**src/gpio_defs.svh**
```systemverilog
// Offsets, field positions, reset values and timing counts of the port block
`ifndef GPIO_DEFS_SVH
`define GPIO_DEFS_SVH

`define ADDR_PORT0_LATCH          8'h80
`define ADDR_PORT1_LATCH          8'h90
`define ADDR_PIN_MOD_SELECT       8'h9f
`define ADDR_PORT2_LATCH          8'ha0
`define ADDR_GEN_CONFIG           8'haf
`define ADDR_PORT0_PULLUP_DISABLE 8'hb2
`define ADDR_PORT1_PULLUP_DISABLE 8'hb3
`define ADDR_PORT2_PULLUP_DISABLE 8'hb4

`define CARRIER_ENABLE_BIT        4
`define PORT_LATCH_RESET          8'hff
`define PULLUP_DISABLE_RESET      8'h00
`define PIN_MOD_SELECT_RESET      8'h00
`define GEN_CONFIG_RESET          8'h00
`define PORT2_PULLUP_DISABLE_MASK 8'h27
`define RESET_PIN_PULLUP_BIT      5

`define SYS_CLK_HZ                40000000
`define CARRIER_HZ                38000
`define CARRIER_HALF_CYCLES       (`SYS_CLK_HZ / (2 * `CARRIER_HZ))

`endif

```
**src/gpio_pkg.sv**
```systemverilog
// Types shared by the port block
package gpio_pkg;
    typedef logic [7:0] byte_t;
    typedef enum logic [1:0] {
        READ_NONE,
        READ_LATCH,
        READ_PIN
    } read_kind_e;
endpackage

```
**src/carrier_gen.sv**
```systemverilog
// Fixed 50 percent square wave at the carrier rate
`timescale 1ns/1ps
`include "gpio_defs.svh"
module carrier_gen #(
    parameter int HALF_CYCLES = `CARRIER_HALF_CYCLES
) (
    input  wire logic sys_clk,
    input  wire logic rst,
    output logic      carrier_wave
);
    import gpio_pkg::*;

    typedef struct packed {
        logic [15:0] count;
        logic        wave;
    } carrier_s;

    carrier_s state_reg;
    carrier_s state_next;

    always_comb
    begin
        state_next = state_reg;
        if (state_reg.count == 16'(HALF_CYCLES - 1))
        begin
            state_next.count = 16'h0000;
            state_next.wave  = ~state_reg.wave;
        end
        else
        begin
            state_next.count = state_reg.count + 16'h0001;
        end
    end

    always_ff @(posedge sys_clk or posedge rst)
    begin
        if (rst)
        begin
            state_reg <= '0;
        end
        else
        begin
            state_reg <= state_next;
        end
    end

    assign carrier_wave = state_reg.wave;
endmodule // carrier_gen

```
**src/gpio_ports.sv**
```systemverilog
// Three quasi-bidirectional ports with pull-up control and carrier modulation
`timescale 1ns/1ps
`include "gpio_defs.svh"
module gpio_ports #(
    parameter int CARRIER_HALF = `CARRIER_HALF_CYCLES
) (
    input  wire logic               sys_clk,
    input  wire logic               rst,
    input  wire logic [7:0]         sfr_addr,
    input  wire logic               sfr_wr,
    input  wire logic [7:0]         sfr_wdata,
    input  wire gpio_pkg::read_kind_e sfr_rd_kind,
    output logic      [7:0]         sfr_rdata,
    input  wire logic [7:0]         periph_own0,
    input  wire logic [7:0]         periph_own1,
    input  wire logic [7:0]         periph_own2,
    input  wire logic [7:0]         periph_out0,
    input  wire logic [7:0]         periph_out1,
    input  wire logic [7:0]         periph_out2,
    input  wire logic [7:0]         port0_in,
    input  wire logic [7:0]         port1_in,
    input  wire logic [7:0]         port2_in,
    output logic      [7:0]         port0_out,
    output logic      [7:0]         port0_oe,
    output logic      [7:0]         port0_pullup_en,
    output logic      [7:0]         port1_out,
    output logic      [7:0]         port1_oe,
    output logic      [7:0]         port1_pullup_en,
    output logic      [7:0]         port2_out,
    output logic      [7:0]         port2_oe,
    output logic      [7:0]         port2_pullup_en,
    output logic                    reset_pin_pullup_en
);
    import gpio_pkg::*;

    typedef struct packed {
        byte_t port0_latch;
        byte_t port1_latch;
        byte_t port2_latch;
        byte_t pin_modulation_select;
        byte_t gen_config;
        byte_t port0_pullup_disable;
        byte_t port1_pullup_disable;
        byte_t port2_pullup_disable;
        byte_t rdata;
        logic [23:0] drive_level;
        logic [23:0] drive_en;
    } ports_s;

    ports_s state_reg;
    ports_s state_next;

    logic        carrier_wave;
    logic [23:0] pin_sync_level;
    logic [23:0] carrier_sel;
    logic [23:0] latch_all;
    logic [23:0] own_all;
    logic [23:0] pout_all;
    logic [23:0] pud_all;
    logic        carrier_global_enable;
    byte_t       carrier_pin_select_bits;
    logic [23:0] pin_level;

    carrier_gen #(
        .HALF_CYCLES (CARRIER_HALF)
    ) u_carrier (
        .sys_clk      (sys_clk),
        .rst          (rst),
        .carrier_wave (carrier_wave)
    );

    pin_sync #(
        .WIDTH (24)
    ) u_sync (
        .sys_clk  (sys_clk),
        .rst      (rst),
        .async_in ({port2_in, port1_in, port0_in}),
        .sync_out (pin_sync_level)
    );

    assign carrier_global_enable   = state_reg.gen_config[`CARRIER_ENABLE_BIT];
    assign carrier_pin_select_bits = state_reg.pin_modulation_select;

    always_comb
    begin
        carrier_sel     = 24'h000000;
        carrier_sel[14] = carrier_pin_select_bits[7];
        carrier_sel[13] = carrier_pin_select_bits[6];
        carrier_sel[12] = carrier_pin_select_bits[5];
        carrier_sel[9]  = carrier_pin_select_bits[4];
        carrier_sel[2]  = carrier_pin_select_bits[3];
        carrier_sel[7]  = carrier_pin_select_bits[2];
        carrier_sel[5]  = carrier_pin_select_bits[1];
        carrier_sel[3]  = carrier_pin_select_bits[0];
    end

    assign latch_all = {state_reg.port2_latch, state_reg.port1_latch, state_reg.port0_latch};
    assign own_all   = {periph_own2, periph_own1, periph_own0};
    assign pout_all  = {periph_out2, periph_out1, periph_out0};
    // reserved port 2 bits never act
    assign pud_all   = {state_reg.port2_pullup_disable & 8'h07,
                        state_reg.port1_pullup_disable, state_reg.port0_pullup_disable};

    // Level each pin should show, before the open-drain driver
    generate
        for (genvar i = 0; i < 24; i++)
        begin : g_pin
            logic carrier_on;
            logic gpio_level;
            assign carrier_on   = carrier_global_enable & carrier_sel[i];
            assign gpio_level   = latch_all[i] ^ (carrier_on & carrier_wave);
            assign pin_level[i] = own_all[i] ? pout_all[i] : gpio_level;
        end
    endgenerate

    always_comb
    begin
        state_next = state_reg;
        if (sfr_wr)
        begin
            case (sfr_addr)
                `ADDR_PORT0_LATCH:          state_next.port0_latch = sfr_wdata;
                `ADDR_PORT1_LATCH:          state_next.port1_latch = sfr_wdata;
                `ADDR_PORT2_LATCH:          state_next.port2_latch = sfr_wdata;
                `ADDR_PIN_MOD_SELECT:       state_next.pin_modulation_select = sfr_wdata;
                `ADDR_GEN_CONFIG:           state_next.gen_config = sfr_wdata;
                `ADDR_PORT0_PULLUP_DISABLE: state_next.port0_pullup_disable = sfr_wdata;
                `ADDR_PORT1_PULLUP_DISABLE: state_next.port1_pullup_disable = sfr_wdata;
                `ADDR_PORT2_PULLUP_DISABLE:
                    state_next.port2_pullup_disable = sfr_wdata & `PORT2_PULLUP_DISABLE_MASK;
                default:                    state_next.port0_latch = state_reg.port0_latch;
            endcase
        end
        state_next.rdata = 8'h00;
        case (sfr_rd_kind)
            READ_LATCH:
            begin
                case (sfr_addr)
                    `ADDR_PORT0_LATCH:          state_next.rdata = state_reg.port0_latch;
                    `ADDR_PORT1_LATCH:          state_next.rdata = state_reg.port1_latch;
                    `ADDR_PORT2_LATCH:          state_next.rdata = state_reg.port2_latch;
                    `ADDR_PIN_MOD_SELECT:       state_next.rdata = state_reg.pin_modulation_select;
                    `ADDR_GEN_CONFIG:           state_next.rdata = state_reg.gen_config;
                    `ADDR_PORT0_PULLUP_DISABLE: state_next.rdata = state_reg.port0_pullup_disable;
                    `ADDR_PORT1_PULLUP_DISABLE: state_next.rdata = state_reg.port1_pullup_disable;
                    `ADDR_PORT2_PULLUP_DISABLE: state_next.rdata = state_reg.port2_pullup_disable;
                    default:                    state_next.rdata = 8'h00;
                endcase
            end
            READ_PIN:
            begin
                case (sfr_addr)
                    `ADDR_PORT0_LATCH:          state_next.rdata = pin_sync_level[7:0];
                    `ADDR_PORT1_LATCH:          state_next.rdata = pin_sync_level[15:8];
                    `ADDR_PORT2_LATCH:          state_next.rdata = pin_sync_level[23:16];
                    `ADDR_PIN_MOD_SELECT:       state_next.rdata = state_reg.pin_modulation_select;
                    `ADDR_GEN_CONFIG:           state_next.rdata = state_reg.gen_config;
                    `ADDR_PORT0_PULLUP_DISABLE: state_next.rdata = state_reg.port0_pullup_disable;
                    `ADDR_PORT1_PULLUP_DISABLE: state_next.rdata = state_reg.port1_pullup_disable;
                    `ADDR_PORT2_PULLUP_DISABLE: state_next.rdata = state_reg.port2_pullup_disable;
                    default:                    state_next.rdata = 8'h00;
                endcase
            end
            default:
            begin
                state_next.rdata = state_reg.rdata;
            end
        endcase
        state_next.drive_level = 24'h000000;
        // never drive high; 1 means released
        state_next.drive_en    = ~pin_level;
    end

    always_ff @(posedge sys_clk or posedge rst)
    begin
        if (rst)
        begin
            state_reg.port0_latch           <= `PORT_LATCH_RESET;
            state_reg.port1_latch           <= `PORT_LATCH_RESET;
            state_reg.port2_latch           <= `PORT_LATCH_RESET;
            state_reg.pin_modulation_select <= `PIN_MOD_SELECT_RESET;
            state_reg.gen_config            <= `GEN_CONFIG_RESET;
            state_reg.port0_pullup_disable  <= `PULLUP_DISABLE_RESET;
            state_reg.port1_pullup_disable  <= `PULLUP_DISABLE_RESET;
            state_reg.port2_pullup_disable  <= `PULLUP_DISABLE_RESET;
            state_reg.rdata                 <= 8'h00;
            state_reg.drive_level           <= 24'h000000;
            state_reg.drive_en              <= 24'h000000;
        end
        else
        begin
            state_reg <= state_next;
        end
    end

    assign sfr_rdata = state_reg.rdata;
    assign port0_out = state_reg.drive_level[7:0];
    assign port1_out = state_reg.drive_level[15:8];
    assign port2_out = state_reg.drive_level[23:16];
    assign port0_oe  = state_reg.drive_en[7:0];
    assign port1_oe  = state_reg.drive_en[15:8];
    assign port2_oe  = state_reg.drive_en[23:16];
    assign port0_pullup_en = ~pud_all[7:0];
    assign port1_pullup_en = ~pud_all[15:8];
    assign port2_pullup_en = ~pud_all[23:16];
    assign reset_pin_pullup_en = ~state_reg.port2_pullup_disable[`RESET_PIN_PULLUP_BIT];
endmodule // gpio_ports

```
**src/pin_sync.sv**
```systemverilog
// Two-stage synchroniser for the pin levels
`timescale 1ns/1ps
module pin_sync #(
    parameter int WIDTH = 8
) (
    input  wire logic             sys_clk,
    input  wire logic             rst,
    input  wire logic [WIDTH-1:0] async_in,
    output logic      [WIDTH-1:0] sync_out
);
    import gpio_pkg::*;

    typedef struct packed {
        logic [WIDTH-1:0] stage1;
        logic [WIDTH-1:0] stage2;
    } sync_s;

    sync_s state_reg;
    sync_s state_next;

    always_comb
    begin
        state_next.stage1 = async_in;
        state_next.stage2 = state_reg.stage1;
    end

    always_ff @(posedge sys_clk or posedge rst)
    begin
        if (rst)
        begin
            state_reg <= '1;
        end
        else
        begin
            state_reg <= state_next;
        end
    end

    assign sync_out = state_reg.stage2;
endmodule // pin_sync

```
**config.mk**
```make
export PLATFORM = sky130hd
export DESIGN_NAME = gpio_ports
export DESIGN_NICKNAME = d
export VERILOG_FILES = /design/src/gpio_pkg.sv /design/src/carrier_gen.sv /design/src/gpio_ports.sv /design/src/pin_sync.sv
export VERILOG_INCLUDE_DIRS = /design/src
export SDC_FILE = /design/constraint.sdc
export NUM_CORES = 1
export LEC_CHECK = 0
export BUFFER_PORTS_ARGS = -buffer_cell sky130_fd_sc_hd__buf_2
export CAP_MARGIN = 0
export CORE_ASPECT_RATIO = 1.25
export CORE_UTILIZATION = 45
export CTS_BUF_LIST = sky130_fd_sc_hd__clkbuf_8
export DETAILED_ROUTE_END_ITERATION = 8
export PLACE_DENSITY = 0.82
export SLEW_MARGIN = 20
export SYNTH_ARGS = -nofsm -noshare
export SYNTH_HDL_FRONTEND = slang
export SYNTH_HIERARCHICAL = 1
export SYNTH_SLANG_ARGS = --single-unit
```
**constraint.sdc**
```tcl
create_clock -name sys_clk -period 2.63 [get_ports sys_clk]
set_input_delay 0.1315 -clock sys_clk [delete_from_list [all_inputs] [get_ports sys_clk]]
set_output_delay 0.1315 -clock sys_clk [all_outputs]
set_load 0.01 [all_outputs]
```
==> reports/qor.csv, run 1 <==
metric,value,unit
P_sw,1200,uW
Final Skew,0.0109,ns
Sink Count,157,
Worst Hold End,g_pin[23].gpio_level,
Die Y,142,um
worst r2r path cells,5,
synthesized area per cell,13.0,um^2
Max Fclk,539,MHz
Hold Crit Class,input pin to register,
post-synthesis sequential area ratio,56.8,%
layout net count,826,
hold path cells,2,
Syn Inst Count,543,
clock power share,37.2,%
FF-to-FF End,port0_oe[7],
layout cells sized above 1,44.5,%
multi-input logic area,2490,um^2
Static Leak,0.00394,uW
Residual DRC,0,
Slew Limit Fails,0,
max incr delay on CP,0.59,ns
global-route wire length before repair,26100,um
Fillers,1219,
minimum clock period after layout,1.85,ns
DP Wirelength,11200,um
Post-CTS Resized,0,
TNS Setup,0,ns
DP Worst Slack,0.650,ns
Crit Path Class,register to register,
asr flop ratio synth,100,%
RR Startpoint,u_carrier/carrier_wave,
FP Rows,50,
htree depth,4,
drt first pass iters,8,
power share of the sequential group,52.9,%
Worst-path clk slew,0.09,ns
crit path DAT,2.23,ns
Reg area,4020,um^2
Peak VDD IR,0.484,mV
Final WS setup,0.776,ns
RSZ-0062 raised after global routing,no,
largest net degree at the start of global routing,50,
grt total ovfl,0,
Main synth FF type,dfrtp_1,
WHS,0.0492,ns
Antenna Nets Post-Route,0,
Final Setup Violations,0,
crit path max fanout,9,
Die Span X,114,um
TritonCTS Buffers,17,
initial core utilization,46.7,%
antenna violations before repair,0,
Pint,3740,uW
total wire length,16400,um
placer's final routability congestion estimate,0.842,
CP startpoint kind,register,
Post-synth EDFFs,0,
CP cell instances,nand3_1 -> xor2_1 -> nor2_1 -> a21oi_1 -> dlygate4sd3_1,
Longest Clk Path Bufs,2,
max cap viols,0,
Area Overhead vs Synth,24.1,%
fin crit share,70.5,%
TritonCTS clock tree,done,
Netlist cell types,59,
mapped cell area,7070,um^2
Core Area,15100,um^2
HP Start,sfr_wdata[7],
CP max stage cell,dfrtp_1,
worst-margin pin slew,0.767,ns
Logic pwr share,10.0,%
Top Ports,174,
All-Layer GR Usage,21.5,%
status,"complete, no violations",
via total after detailed routing,4838,
die area,16200,um^2
Port Buffer Count,144,
CP Capture Type,register,
Antenna diodes,0,
Yosys Warn Count,6,
Worst R2R Setup Slack,0.78,ns
vias in the first global route,5093,
drt via density,5.09,
Sw Share,24.3,%
final hold vios,0,
Skew-Pair Late Insertion Delay,0.45,ns
"Power, Total",4940,uW
root buf cell,clkbuf_8,
worst path required time,3.01,ns
WL/cell,17.2,um
Rel. slew slack,48.9,%
"flops & latches, synth",157,
Pwr per Cell Area,563,nW/um^2
Detailed Route Iter0 Violations,235,
## kinds of logic (layout without fill, tap and decap cells)
group           after synthesis  in the layout  synth area share [%]
flops                       157            157                  56.8
buf+inv                     107            280                  9.38
mux                          97             97                  15.8
simple gates                 96             96                  8.31
compound gates               60             60                  6.44
xor+xnor                     21             21                  2.60
fa+ha+maj                     3              3                 0.531
other cells                   2             29                 0.106
## synthesized netlist by cell type (2+ instances only)
cell type	instances	area share (%)
a21oi_1	11	0.78
a222oi_1	7	0.99
a22o_1	8	0.99
a22oi_1	7	0.74
a32oi_1	5	0.62
and3_1	3	0.27
and4_1	2	0.25
and4_2	2	0.28
buf_1	3	0.16
buf_2	5	0.35
buf_4	61	6.5
buf_6	3	0.48
clkbuf_1	8	0.42
conb_1	2	0.11
dfrtp_1	85	30
dfstp_2	72	27
ha_1	3	0.53
inv_1	26	1.4
mux2_2	52	8.3
mux2_4	9	1.9
mux2i_1	33	4.7
mux4_2	3	0.96
nand2_1	17	0.90
nand2b_1	3	0.27
nand3_1	17	1.2
nand3_4	3	0.74
nand3b_1	3	0.32
nand4_1	2	0.18
nor2_1	18	0.96
nor2_2	2	0.18
nor2b_1	3	0.27
nor3_1	3	0.21
nor3b_1	2	0.21
nor4_1	4	0.35
nor4b_1	2	0.25
o21ai_0	5	0.35
o22ai_1	3	0.27
o2bb2ai_1	6	0.74
xnor2_1	7	0.87
xor2_1	14	1.7
## area by class of cell
| class | instances | share of cell area, % |
|---|---|---|
| inverters | 26 | 1.14 |
| clock inverters | 15 | 1.95 |
| repair buffers | 222 | 17.1 |
| well taps | 208 | 2.96 |
| multi-input cells | 306 | 28.4 |
| clock buffers | 17 | 2.67 |
| flip-flops and latches | 157 | 45.8 |
## metrics by stage
stage / util [%] / instance area (um^2) / std cells
after floorplan: - / 7170 / 570
after global placement: 50.5 / 7640 / 846
after detailed placement: 50.5 / 7640 / 846
after CTS: 58.0 / 8780 / 951
after global routing: 58.0 / 8780 / 951
final: 58.0 / 8780 / 951
## placed cells by master (no fill, tap or decap), types with 6 or more instances in the layout
cell type	instances
conb_1	29
nor2_1	18
clkbuf_8	17
xor2_1	14
dlygate4sd3_1	73
mux2_2	52
o2bb2ai_1	6
dfrtp_1	85
a222oi_1	7
buf_2	144
mux2i_1	33
xnor2_1	7
nand2_1	17
a22oi_1	7
dfstp_2	72
mux2_4	9
a21oi_1	11
nand3_1	17
a22o_1	8
inv_1	26
## worst max-delay path by stage
stage / slack, ns / cells past startpoint / startpoint / to
3_3_place_gp: 0.69 / 5 / sfr_addr[5] / pud_all[13]
6_report: 0.78 / 5 / u_carrier/carrier_wave / port0_oe[7]
4_1_cts: 0.82 / 5 / u_carrier/carrier_wave / port0_oe[7]
2_1_floorplan: 0.15 / 1 / rst / carrier_global_enable
5_1_grt: 0.70 / 5 / u_carrier/carrier_wave / port1_oe[6]
3_5_place_dp: 0.65 / 5 / sfr_addr[5] / pud_all[9]
## power groups by stage
stage               clock (uW)  sequential (uW)  combinational (uW)
floorplan                    0             2630                 293
global placement             0             2650                 395
detailed placement           0             2660                 404
CTS                       1880             2610                 487
global route              1980             2620                 539
finish                    1840             2610                 492
## per-layer routing
metal | routed length [um] | track usage [%] | part of all wire [%]
met2 | 8990 | 39.3 | 55
met4 | 439 | 9.91 | 2.7
met3 | 743 | 3.79 | 4.5
met1 | 6210 | 24.0 | 38
met5 | 0 | 0 | 0
## worst max-delay path: cells and delay by family (launching register included)
kind            cells  cell delay [ns]
xor+xnor            1             0.21
compound gates      1             0.13
flops               1             0.59
buf+inv             1             0.56
simple gates        2             0.29
## what timing repair did
action	in CTS	in global routing
setup endpoints to repair	0	0
hold endpoints to repair	97	0
hold buffers	73	0
buffers inserted	0	0
No activity file was read; power rests on OpenSTA's default activity.
==> run 2, diff against run 1 <==
- ABC_AREA: unset -> 1
- PLACE_DENSITY: 0.82 -> 0.79
- clock period: 2.63 -> 1.92 ns (I/O delays scaled with it)
==> reports/qor.csv, run 2 <==
metric,value,unit
status,"complete, no violations",
post-synthesis sequential area ratio,54.7,%
initial core utilization,46.6,%
max cap viols,0,
CP startpoint kind,register,
TritonCTS Buffers,17,
Die Y,145,um
All-Layer GR Usage,21.1,%
Area Overhead vs Synth,24.7,%
Top Ports,174,
Yosys Warn Count,6,
"Power, Total",6740,uW
Die Span X,116,um
Antenna diodes,0,
synthesized area per cell,9.27,um^2
total wire length,17200,um
layout net count,1088,
Final Setup Violations,0,
most frequent cell after synthesis,nand2_1,
crit path max fanout,8,
fin crit share,93.8,%
vias in the first global route,5584,
worst path required time,2.30,ns
Crit Path Class,register to register,
Worst-path clk slew,0.10,ns
Skew-Pair Late Insertion Delay,0.46,ns
antenna violations before repair,0,
Sink Count,157,
Slew Limit Fails,0,
Detailed Route Iter0 Violations,300,
placer's final routability congestion estimate,0.872,
Layout Utilization,58.1,%
global-route wire length before repair,26600,um
Max Fclk,555,MHz
largest net degree at the start of global routing,29,
DP Wirelength,12200,um
Peak VDD IR,0.525,mV
Rel. slew slack,53.5,%
Synth top area share,29.0,%
Static Leak,0.00438,uW
die area,16800,um^2
htree depth,4,
crit path DAT,2.18,ns
RSZ-0062 raised after global routing,no,
layout cells sized above 1,29.9,%
drt via density,4.82,
Netlist cell types,27,
FP Rows,51,
Synth top cells by count,"nand2_1, nand3_1, dfrtp_1",
biggest area consumer among synthesized cells,dfrtp_1,
asr flop ratio synth,100,%
Final Skew,0.0181,ns
Longest Clk Path Bufs,2,
via total after detailed routing,5863,
Syn Inst Count,792,
synth top area cells,"dfrtp_1, dfstp_2, nand2_1, nand3_1, buf_4",
TritonCTS clock tree,done,
most frequent cells in the layout,"nand2_1, buf_2, nand3_1",
WL/cell,14.2,um
Antenna Nets Post-Route,0,
CP Capture Type,register,
drt first pass iters,7,
Port Buffer Count,144,
"most common cell after layout, fill and taps aside",nand2_1,
Post-synth EDFFs,0,
Fillers,1313,
Core Area,15800,um^2
Hold Crit Class,input pin to register,
Main synth FF type,dfrtp_1,
mapped cell area,7340,um^2
minimum clock period after layout,1.80,ns
worst-margin pin slew,0.693,ns
final hold vios,0,
root buf cell,clkbuf_8,
"flops & latches, synth",157,
Post-CTS Setup Repair Bufs,0,
grt total ovfl,0,
Residual DRC,0,
TNS Setup,0,ns
Pwr per Cell Area,736,nW/um^2
## run 2: cell count changes after synthesis, moves of 28 or more
cell	change
mux2_2	-52
nand2_1	+137
o21ai_0	+66
nor2_1	+28
inv_1	+51
nand3_1	+96
## run 2: final timing paths
| check | startpoint | endpoint | slack, ns | cells after the start |
|---|---|---|---|---|
| min in group asynchronous | rst | state_reg[85] | 0.19 | 3 |
| hold / removal | sfr_wr | g_pin[11].gpio_level | 0.12 | 3 |
| setup reg to reg | u_carrier/carrier_wave | port1_oe[1] | 0.12 | 6 |
| hold reg to reg | u_sync/state_next[6] | u_sync/sync_out[6] | 0.35 | 0 |
| max in group asynchronous | rst | u_sync/state_next[23] | 1.08 | 4 |
| setup / recovery | u_carrier/carrier_wave | port1_oe[1] | 0.12 | 6 |
## run 2: metal layers
metal	share of wire [%]	vias to the layer above	track usage, %
li1	-	2836	-
met1	39	2770	23.3
met2	54	225	38.2
met3	5.0	32	4.66
met4	2.8	0	9.99
met5	0	-	0
## run 2: layout make-up
type                            instances  area [um^2]  area share (%)
Clock buffer                           19          262            2.86
Inverter                               84          319            3.49
Sequential cell                       157         4020            43.9
Tap cell                              212          265            2.90
Timing Repair Buffer                  236         1660            18.2
Clock inverter                         13          126            1.38
Multi-Input combinational cell        496         2500            27.3
## run 2: repair_timing
action | 4_1_cts | 5_1_grt
endpoints found under the hold margin | 173 | 0
gates resized for setup | 0 | 0
endpoints found under the setup margin | 0 | 0
hold buffers | 81 | 0
## run 2: through the flow
step	std cells	setup WS [ns]	cell area [um^2]	hold slack [ns]
floorplan	819	0.725	7450	0.0221
detailed placement	1104	0.246	7960	0.138
global route	1217	0.0478	9150	0.123
CTS	1217	0.156	9150	0.0886
finish	1217	0.119	9150	0.121
global placement	1104	0.347	7960	0.143
## run 2: cells by family after synthesis
group	Yosys count	synth area share [%]
XOR/XNOR	14	1.67
flip-flops	157	54.7
multiplexers	16	2.18
other	2	0.102
AND/OR/NAND/NOR	353	22.5
adder cells (fa/ha/maj)	3	0.511
AO/OA/AOI/OAI	81	5.69
buffers and inverters	166	12.6
## run 2: where the power goes
group | switching, uW | total [uW] | internal (uW) | leakage, uW
clock | 1290 | 2410 | 1120 | 0.000196
combinational | 389 | 711 | 322 | 0.00249
sequential | 85.7 | 3620 | 3530 | 0.00170
total | 1760 | 6740 | 4980 | 0.00438
## run 2: worst max-delay path: stages (launching register included)
cell	delay [ns]
dfrtp_1	0.42
nand2_1	0.25
nor2_1	0.09
xnor2_1	0.25
nand2_1	0.08
o21ai_0	0.07
dlygate4sd3_1	0.57
==> run 3, diff against run 2 <==
- CORE_UTILIZATION: 45 -> 54
- PLACE_DENSITY: 0.79 -> 0.9
==> reports/qor.csv, run 3 (synthesized netlist as in run 2, its figures left out) <==
metric,value,unit
"Power, Total",6720,uW
Final Skew,0.0131,ns
DP Wirelength,12300,um
CP Capture Type,register,
root buf cell,clkbuf_8,
Pwr per Cell Area,741,nW/um^2
Detailed Route Iter0 Violations,513,
drt first pass iters,5,
FP Rows,47,
FF-to-FF End,port1_oe[4],
Port Buffer Count,144,
fin crit share,90.7,%
CP startpoint kind,register,
Residual DRC,0,
Final Setup Violations,0,
die area,14100,um^2
antenna violations before repair,0,
Crit Path Class,register to register,
Post-CTS Setup Repair Bufs,0,
layout net count,1088,
CP startpoint,u_carrier/carrier_wave,
vias in the first global route,5954,
Skew-Pair Late Insertion Delay,0.45,ns
status,"complete, no violations",
total wire length,18200,um
drt via density,5.10,
RR Startpoint,u_carrier/carrier_wave,
placer's final routability congestion estimate,0.966,
Top Ports,174,
minimum clock period after layout,1.74,ns
htree depth,4,
Worst-path clk slew,0.09,ns
Antenna diodes,0,
largest net degree at the start of global routing,49,
Sink Count,157,
worst path required time,2.31,ns
Hold Crit Class,input pin to register,
Max Fclk,574,MHz
max cap viols,0,
TritonCTS Buffers,17,
Die Y,132,um
final hold vios,0,
worst-margin pin slew,0.674,ns
Worst R2R Setup Slack,0.18,ns
RSZ-0062 raised after global routing,no,
Antenna Nets Post-Route,0,
Longest Clk Path Bufs,2,
global-route wire length before repair,28900,um
worst setup path endpoint,port1_oe[4],
initial core utilization,55.5,%
Fillers,980,
via total after detailed routing,6002,
Area Overhead vs Synth,23.5,%
Die Span X,106,um
"most common cell after layout, fill and taps aside",nand2_1,
Static Leak,0.00438,uW
Slew Limit Fails,0,
most frequent cells in the layout,"nand2_1, buf_2, nand3_1",
worst r2r path cells,6,
layout cells sized above 1,29.8,%
crit path max fanout,8,
Core Area,13200,um^2
TNS Setup,0,ns
crit path DAT,2.13,ns
All-Layer GR Usage,27.0,%
WL/cell,15.5,um
TritonCTS clock tree,done,
grt total ovfl,0,
Rel. slew slack,55.0,%
Peak VDD IR,0.508,mV
[run 3: changes by cell type in the layout (fill, tap and decap cells not counted), moves of 2 or more]
cell,change
inv_1,+2
buf_12,-2
buf_4,+2
inv_6,+2
[run 3: worst min-delay path by stage]
stage | from | endpoint | slack (ns) | depth (start not counted)
5_1_grt | sfr_wr | g_pin[8].gpio_level | 0.14 | 3
3_5_place_dp | port1_in[6] | u_sync/state_next[14] | 0.20 | 1
3_3_place_gp | port1_in[6] | u_sync/state_next[14] | 0.20 | 1
6_report | sfr_wr | g_pin[8].gpio_level | 0.11 | 3
2_1_floorplan | rst | u_carrier/carrier_wave | 0.02 | 1
4_1_cts | sfr_wr | g_pin[8].gpio_level | 0.09 | 3
[run 3: stage by stage]
stage	utilization (%)	cells	hold slack (ns)	worst slack, ns	cell area, um^2
after floorplan	-	819	0.0221	0.725	7450
after global placement	59.5	1063	0.200	0.452	7880
after detailed placement	59.5	1063	0.202	0.377	7880
after CTS	68.5	1176	0.0917	0.228	9070
after global routing	68.5	1176	0.139	0.0186	9070
final	68.5	1176	0.114	0.178	9070
[run 3: critical path, cell delays in order, from the launching register on]
cell and delay (ns):
dfrtp_1 0.42, nand2_1 0.19, nor2_1 0.21, xnor2_1 0.14
nand2_1 0.06, o21ai_0 0.08, dlygate4sd3_1 0.57
[run 3: report_power, final]
| group | internal, uW | switching, uW | total, uW |
|---|---|---|---|
| clock | 1090 | 1290 | 2380 |
| combinational | 317 | 400 | 717 |
| sequential | 3530 | 85.8 | 3620 |
| total | 4940 | 1780 | 6720 |
[run 3: repair_timing]
item                      CTS  global route
hold buffers               81             0
resized for setup           0             0
hold endpoints to repair  116             0
[run 3: cell type report]
cell class                      count  area, um^2  share of cell area (%)
Sequential cell                   157        4020                    44.3
Multi-Input combinational cell    496        2500                    27.6
Timing Repair Buffer              236        1640                    18.1
Inverter                           84         319                    3.52
Clock buffer                       18         248                    2.73
Tap cell                          171         214                    2.36
Clock inverter                     14         131                    1.45
[run 3: per-layer routing]
metal / GRT usage, % / share of wire (%) / wire [um] / vias to the layer above
met3: 6.18 / 6.7 / 1220 / 77
met2: 45.8 / 51 / 9260 / 293
met1: 30.4 / 37 / 6800 / 2795
met5: 0 / 0 / 0 / -
li1: - / - / - / 2837
met4: 17.0 / 5.1 / 926 / 0
